File: src/pkg/addr_gen_pkg.sv
// Shared constants and types for the data and program address generator.
package addr_gen_pkg;

  // ----------------------------------------------------------------------
  // Register map (byte addresses on the peripheral bus)
  // ----------------------------------------------------------------------
  localparam logic [7:0] addr_mode_control_off = 8'h00;
  localparam logic [7:0] addr_bitrev_control_off = 8'h04;
  localparam logic [7:0] addr_table_page_off = 8'h08;
  localparam logic [7:0] addr_window_page_off = 8'h0c;
  localparam logic [7:0] addr_status_off = 8'h10;

  // ----------------------------------------------------------------------
  // Reset values
  // ----------------------------------------------------------------------
  localparam logic [15:0] mode_control_rst = 16'h0fff;
  localparam logic [15:0] bitrev_control_rst = 16'h0000;
  localparam logic [7:0] table_page_rst = 8'h00;
  localparam logic [7:0] window_page_rst = 8'h00;

  // ----------------------------------------------------------------------
  // Field positions
  // ----------------------------------------------------------------------
  localparam int x_pointer_lsb = 0;
  localparam int y_pointer_lsb = 4;
  localparam int bitrev_pointer_select_lsb = 8;
  localparam int pointer_select_width = 4;
  localparam int y_modulo_enable_bit = 14;
  localparam int x_modulo_enable_bit = 15;
  localparam int bitrev_enable_bit = 15;
  localparam int bitrev_pivot_msb = 14;
  localparam int table_config_bit = 7;
  localparam int window_select_bit = 15;

  // Pointer select value that disables a pointer-based mode.
  localparam logic [3:0] pointer_disabled = 4'hf;

  // ----------------------------------------------------------------------
  // Types
  // ----------------------------------------------------------------------
  typedef enum logic [2:0] {
    mode_indirect,
    mode_post_inc,
    mode_post_dec,
    mode_pre_inc,
    mode_pre_dec,
    mode_indexed
  } ea_mode_t;

  typedef enum logic [1:0] {
    access_fetch,
    access_table,
    access_data
  } prog_access_t;

endpackage

File: src/addr_gen.sv
// Bit-reversed X write addressing and program space address builder.
//
// Added by the designer: the register addresses and the APB slave port.
`timescale 1ns/10ps

module addr_gen (
  input wire logic pclk,
  input wire logic presetn,
  // APB slave
  input wire logic psel,
  input wire logic penable,
  input wire logic pwrite,
  input wire logic [7:0] paddr,
  input wire logic [31:0] pwdata,
  output logic [31:0] prdata,
  output logic pready,
  output logic pslverr,
  // X write address request from the execution path
  input wire logic xw_req,
  input wire logic [3:0] xw_ptr_sel,
  input wire logic [15:0] xw_ptr,
  input wire logic [15:0] xw_offset,
  input wire addr_gen_pkg::ea_mode_t xw_mode,
  input wire logic xw_byte,
  output logic xw_valid,
  output logic [15:0] xw_addr,
  output logic [15:0] xw_ptr_next,
  output logic xw_ptr_write,
  output logic xw_bitrev,
  output logic xw_modulo_en,
  // Modulo permission for the X read unit
  output logic xr_modulo_en,
  // Program space address request
  input wire logic prog_req,
  input wire addr_gen_pkg::prog_access_t prog_kind,
  input wire logic prog_write,
  input wire logic [15:0] prog_ea,
  input wire logic [23:0] prog_counter,
  input wire logic window_enable,
  output logic prog_valid,
  output logic [23:0] prog_addr,
  output logic prog_config_space,
  output logic prog_window,
  output logic prog_low_word_only,
  output logic prog_refused
);

  import addr_gen_pkg::*;

  // ----------------------------------------------------------------------
  // Registers
  // ----------------------------------------------------------------------
  logic [15:0] addressing_mode_control;
  logic [15:0] bitrev_control;
  logic [7:0] table_page;
  logic [7:0] window_page;

  // ----------------------------------------------------------------------
  // Field decode
  // ----------------------------------------------------------------------
  wire [3:0] x_pointer = addressing_mode_control[x_pointer_lsb +:
                                                 pointer_select_width];
  wire [3:0] bitrev_pointer_select =
    addressing_mode_control[bitrev_pointer_select_lsb +:
                            pointer_select_width];
  wire x_modulo_enable = addressing_mode_control[x_modulo_enable_bit];
  wire bitrev_enable = bitrev_control[bitrev_enable_bit];
  wire [14:0] bitrev_pivot = bitrev_control[bitrev_pivot_msb:0];

  // A pointer-based mode is live only with its enable set and its pointer
  // field off the disable code, so the stack pointer can never take part.
  function automatic logic pointer_mode_on(input logic enable,
                                           input logic [3:0] select);
    pointer_mode_on = enable && (select != pointer_disabled);
  endfunction

  // Modulo in X space needs its pointer field off the disable code.
  wire x_modulo_on = pointer_mode_on(x_modulo_enable, x_pointer);

  // Both conditions must hold before any access is considered.
  wire bitrev_on = pointer_mode_on(bitrev_enable,
                                   bitrev_pointer_select);

  // ----------------------------------------------------------------------
  // X write address generation
  // ----------------------------------------------------------------------
  wire is_incr = (xw_mode == mode_pre_inc) ||
                 (xw_mode == mode_post_inc);
  wire is_pre = (xw_mode == mode_pre_inc) || (xw_mode == mode_pre_dec);
  wire is_post = (xw_mode == mode_post_inc) || (xw_mode == mode_post_dec);
  wire is_indexed = (xw_mode == mode_indexed);

  // Byte accesses and every other mode fall through to normal addressing,
  // and only the write unit ever sees this path.
  wire bitrev_hit = bitrev_on && is_incr && !xw_byte &&
                    (xw_ptr_sel == bitrev_pointer_select);

  wire [15:0] reversed_sum;
  wire [15:0] normal_sum = xw_ptr + xw_offset;

  bitrev_adder u_bitrev_adder (
    .pointer(xw_ptr),
    .pivot(bitrev_pivot),
    .sum(reversed_sum)
  );

  // The pointer steps by the pivot, never by the mode's own offset.
  wire [15:0] bitrev_next = {reversed_sum[15:1], 1'b0};

  wire [15:0] normal_next = (is_pre || is_post) ? normal_sum : xw_ptr;
  wire [15:0] normal_ea = (is_pre || is_indexed) ? normal_sum : xw_ptr;

  // Address bit 0 is ignored and driven low in reversed mode.
  wire [15:0] bitrev_ea = is_pre ? bitrev_next :
                          {xw_ptr[15:1], 1'b0};

  wire [15:0] next_xw_addr = bitrev_hit ? bitrev_ea : normal_ea;
  wire [15:0] next_xw_ptr = bitrev_hit ? bitrev_next : normal_next;
  wire next_xw_ptr_write = bitrev_hit || is_pre || is_post;

  // Reversal wins in the write unit; reads keep modulo as configured.
  wire next_xw_modulo = x_modulo_on && !bitrev_hit;

  always_ff @(posedge pclk or negedge presetn) begin
    if (!presetn) begin
      xw_valid <= 1'b0;
      xw_addr <= 16'h0000;
      xw_ptr_next <= 16'h0000;
      xw_ptr_write <= 1'b0;
      xw_bitrev <= 1'b0;
      xw_modulo_en <= 1'b0;
    end else begin
      xw_valid <= xw_req;
      xw_ptr_write <= xw_req && next_xw_ptr_write;
      if (xw_req) begin
        xw_addr <= next_xw_addr;
        xw_ptr_next <= next_xw_ptr;
        xw_bitrev <= bitrev_hit;
        xw_modulo_en <= next_xw_modulo;
      end
    end
  end

  always_ff @(posedge pclk or negedge presetn) begin
    if (!presetn) begin
      xr_modulo_en <= 1'b0;
    end else begin
      xr_modulo_en <= x_modulo_on;
    end
  end

  // ----------------------------------------------------------------------
  // Program space address construction
  // ----------------------------------------------------------------------
  wire window_hit = (prog_kind == access_data) && window_enable &&
                    prog_ea[window_select_bit];

  wire [23:0] fetch_addr = {1'b0, prog_counter[22:1], 1'b0};
  wire [23:0] table_addr = {table_page, prog_ea};
  // Bit 23 stays low so the window never reaches configuration space,
  // and the page's bit 0 lands on bit 15 in place of the select bit.
  wire [23:0] window_addr = {1'b0, window_page,
                             prog_ea[14:0]};

  wire [23:0] next_prog_addr = (prog_kind == access_fetch) ? fetch_addr :
                               (prog_kind == access_table) ? table_addr :
                               window_addr;

  wire next_prog_valid = prog_req && ((prog_kind == access_fetch) ||
                                      (prog_kind == access_table) ||
                                      (window_hit && !prog_write));
  // A write aimed through the window is dropped and flagged.
  wire next_prog_refused = prog_req && window_hit && prog_write;

  always_ff @(posedge pclk or negedge presetn) begin
    if (!presetn) begin
      prog_valid <= 1'b0;
      prog_refused <= 1'b0;
      prog_addr <= 24'h000000;
      prog_config_space <= 1'b0;
      prog_window <= 1'b0;
      prog_low_word_only <= 1'b0;
    end else begin
      prog_valid <= next_prog_valid;
      prog_refused <= next_prog_refused;
      if (prog_req) begin
        prog_addr <= next_prog_addr;
        prog_config_space <= (prog_kind == access_table) &&
                             table_page[table_config_bit];
        prog_window <= window_hit;
        prog_low_word_only <= window_hit;
      end
    end
  end

  // ----------------------------------------------------------------------
  // APB slave
  // ----------------------------------------------------------------------
  // Every access completes in one wait-free access phase: pready is
  // raised from the setup cycle, so the answer is registered and stable.
  wire setup_phase = psel && !penable;
  wire write_done = psel && penable && pready && pwrite;

  wire hit_mode = (paddr == addr_mode_control_off);
  wire hit_bitrev = (paddr == addr_bitrev_control_off);
  wire hit_table = (paddr == addr_table_page_off);
  wire hit_window = (paddr == addr_window_page_off);
  wire hit_status = (paddr == addr_status_off);
  wire mapped = hit_mode || hit_bitrev || hit_table || hit_window ||
                hit_status;

  // Status shows live state of the address unit for software.
  wire [31:0] status_word = {13'h0000, bitrev_on, x_modulo_on, xw_bitrev,
                             xw_addr};

  wire [31:0] next_prdata =
    hit_mode ? {16'h0000, addressing_mode_control} :
    hit_bitrev ? {16'h0000, bitrev_control} :
    hit_table ? {24'h000000, table_page} :
    hit_window ? {24'h000000, window_page} :
    hit_status ? status_word : 32'h00000000;

  always_ff @(posedge pclk or negedge presetn) begin
    if (!presetn) begin
      pready <= 1'b0;
      pslverr <= 1'b0;
      prdata <= 32'h00000000;
    end else begin
      pready <= setup_phase;
      pslverr <= setup_phase && !mapped;
      if (setup_phase && !pwrite) begin
        prdata <= next_prdata;
      end
    end
  end

  always_ff @(posedge pclk or negedge presetn) begin
    if (!presetn) begin
      addressing_mode_control <= mode_control_rst;
      bitrev_control <= bitrev_control_rst;
      table_page <= table_page_rst;
      window_page <= window_page_rst;
    end else if (write_done) begin
      if (hit_mode) begin
        addressing_mode_control <= pwdata[15:0];
      end
      if (hit_bitrev) begin
        bitrev_control <= pwdata[15:0];
      end
      if (hit_table) begin
        table_page <= pwdata[7:0];
      end
      if (hit_window) begin
        window_page <= pwdata[7:0];
      end
    end
  end

endmodule

File: src/bitrev_adder.sv
// Reverse-carry adder for bit-reversed pointer updates.
`timescale 1ns/10ps

module bitrev_adder (
  input wire logic [15:0] pointer,
  input wire logic [14:0] pivot,
  output logic [15:0] sum
);

  import addr_gen_pkg::*;

  logic [15:0] modifier;
  logic [15:1] carry;

  // Word data only: the pivot counts words, so it moves up one bit.
  assign modifier = {pivot, 1'b0};

  // Carries run from bit 15 toward bit 1, which is the same as adding
  // with both operands mirrored. Bit 0 never takes part.
  always_comb begin
    sum = 16'h0000;
    carry = 15'h0000;
    for (int i = 15; i >= 1; i--) begin
      sum[i] = pointer[i] ^ modifier[i] ^ carry[i];
      if (i > 1) begin
        carry[i-1] = (pointer[i] & modifier[i]) |
                     (carry[i] & (pointer[i] ^ modifier[i]));
      end
    end
  end

endmodule

File: config.mk
export PLATFORM = sky130hd
export DESIGN_NAME = addr_gen
export DESIGN_NICKNAME = d
export VERILOG_FILES = /design/src/pkg/addr_gen_pkg.sv /design/src/addr_gen.sv /design/src/bitrev_adder.sv
export SDC_FILE = /design/constraint.sdc
export NUM_CORES = 1
export LEC_CHECK = 0
export BUFFER_PORTS_ARGS = -buffer_cell sky130_fd_sc_hd__buf_4
export CAP_MARGIN = 20
export CORE_MARGIN = 2
export CORE_UTILIZATION = 45
export CTS_BUF_LIST = sky130_fd_sc_hd__clkbuf_8
export DETAILED_ROUTE_END_ITERATION = 10
export HOLD_SLACK_MARGIN = 0.15
export PLACE_DENSITY = 0.71
export REMOVE_ABC_BUFFERS = 1
export SYNTH_ARGS = -nofsm -noshare
export SYNTH_HDL_FRONTEND = slang
export SYNTH_HIERARCHICAL = 1
export SYNTH_SLANG_ARGS = --single-unit
File: constraint.sdc
create_clock -name pclk -period 8.15 [get_ports pclk]
set_input_delay 0.815 -clock pclk [delete_from_list [all_inputs] [get_ports pclk]]
set_output_delay 0.815 -clock pclk [all_outputs]
set_load 0.02 [all_outputs]
==> metrics.yaml <==
route:
  initialDrtViolationCount: 567
  wirelength_um: 21270
  via_per_inst: 5.682
  dr.pass1.iters: 6
  drc_errors: 0
  route.vias.total: 6438
  antenna_left: 0
  routedWlPerCell_um: 18.77
global_route:
  grt_most_used_layer: "met2"
  grt_pass1_wl_um: 33130
  grt_use_met1: 0.3433
  grt_max_degree: 80
  met2_usage: 0.3645
  antenna_found_initial: 0
  grt-ovfl-total: 0
  met3_usage: 0.04724
  grt_pass1_vias: 6106
  track_usage: 0.2369
floorplanning:
  rows: 47
  coreArea_um2: 16580
  die_height_um: 134.3
  die_area_um2: 18040
  die_w_um: 134.3
  io_pins: 231
  start_util: 0.4608
power:
  p_per_area_nw_per_um2: 174.2
  p_leak_nw: 4.689
  vdd_ir_drop_max_v: 0.0001392
cts:
  clkTransAtPathRegs_ns: 0.07
  cts_max_level: 4
  root_buffer: "clkbuf_8"
  post_cts_buffers: 0
  ctsHoldBuffers: 0
  clockBufferDepth: 2
  cts-resized-gates: 0
  clkLatencyLatePin_ns: 0.44
  cts_tree: "done"
  clkSinkCount: 134
  numCtsBuffers: 17
job:
  maxCapViolations: 0
logic_synthesis:
  avgSynthCellArea_um2: 10.69
  synth_area_um2: 7642
  syn_inst: 715
  yosysWarningCount: 6
sta:
  relSlewSlack: 0.2752
  max_freq_ghz: 0.1518
  hold_viol_final: 0
  worst_slew_pin_slew_ns: 1.087
  fin_crit_sh: 0.8084
  fin_crit_ns: 6.589
  fin_skew_ns: 0.01483
  rsz0062_at_grt: "false"
  finalSetupViolations: 0
  slew_violations: 0
  setup-tns-final_ns: 0
  whs_ns: 0.3970
  fin_ws_ns: 1.561
setup_path:
  end_kind: "flip-flop"
  required_ns: 8.47
  crit_path_max_fanout: 8
  cp.arrival_ns: 6.91
  crit_path_start_kind: "input pin"
  setup.worst_path.class: "input pin to flip-flop"
layout:
  layout.area.seq_um2: 3368
  nets: 1060
  drive_above_1_share: 0.3498
  final_util: 0.5826
  multi_input_area_um2: 3951
  area_delta_synth_final_pct: 26.42
  fillers: 1511
place:
  place_congestion: 0.9112
  place_hpwl_um: 15430
  place_ws_ns: 1.111
  portBuffers: 199
status:
  status: "finished, final reports clean"
hold_path:
  hold_class: "input pin to async pin"
-- layer usage --
layer	up-vias	wire length, um	share of wire
met5	-	0	0
met4	0	344	0.016
met3	28	1661	0.078
met2	267	10130	0.48
met1	3156	9137	0.43
li1	2987	-	-
-- worst max-delay path, stage by stage --
cell and delay [ns]:
buf_4 0.14, ha_1 0.20, fa_1 0.38, fa_1 0.40, fa_1 0.41, fa_1 0.41
fa_1 0.39, fa_1 0.41, fa_1 0.40, fa_1 0.39, fa_1 0.40, fa_1 0.38
inv_1 0.08, fa_1 0.16, inv_1 0.05, fa_1 0.38, fa_1 0.37, xor3_1 0.40
a221o_1 0.33
-- path summary, 6_finish.rpt --
kind	start	end	slack [ns]	cells past startpoint
worst min-delay path	presetn	xw_ptr_next[15]	0.40	1
max in group asynchronous	presetn	window_page[3]	6.50	2
worst min register to register	prdata[13]	prdata[13]	0.49	2
worst max register to register	bitrev_control[14]	xw_ptr_next[1]	1.68	18
min in group pclk	prdata[13]	prdata[13]	0.49	2
worst max-delay path	xw_ptr[15]	xw_ptr_next[1]	1.56	19
-- power by group --
part	switching [mW]	internal, mW	leakage (nW)
logic	0.209	0.166	2.76
clock network	0.259	0.309	0.213
registers	0.0368	0.705	1.72
-- state kept, by name, summed over array words and instances, names as in the netlist --
register	count
xw_ptr_next	16
prdata	19
prog_low_word_only	1
xw_addr	16
prog_valid	1
prog_refused	1
xw_bitrev	1
addressing_mode_control	16
xw_ptr_write	1
pready	1
xr_modulo_en	1
table_page	8
bitrev_control	16
window_page	8
pslverr	1
xw_valid	1
xw_modulo_en	1
prog_addr	24
prog_config_space	1
-- through the flow --
step | area [um^2] | power [mW] | cells
floorplan | 7392 | 0.9362 | 670
global placement | 9254 | 1.123 | 1100
detailed placement | 9254 | 1.128 | 1100
CTS | 9659 | 1.692 | 1132
global route | 9659 | 1.757 | 1132
finish | 9662 | 1.683 | 1133
-- cell usage in the layout, fill, tap and decap left out, types with 13 or more instances in the layout --
cell        n
inv_1      22
fa_1       14
mux2_2     52
mux2i_1    46
o21ai_0    32
clkbuf_8   22
nand2_1    66
nor2b_1    13
a222oi_1   18
nand3_1    13
buf_4     209
nor2_1     43
dfrtp_1   122
ha_1       16
a21oi_1    32
conb_1     13
-- final cells by class --
class / instances / share of cell area
clock inverter: 10 / 0.01062
clock buffer: 22 / 0.03134
sequential: 134 / 0.3486
antenna: 1 / 0.0002590
timing repair buffer: 210 / 0.1636
multi-input combinational: 515 / 0.4090
inverter: 21 / 0.008159
tap: 220 / 0.02849
No activity file was read; power rests on OpenSTA's default activity.
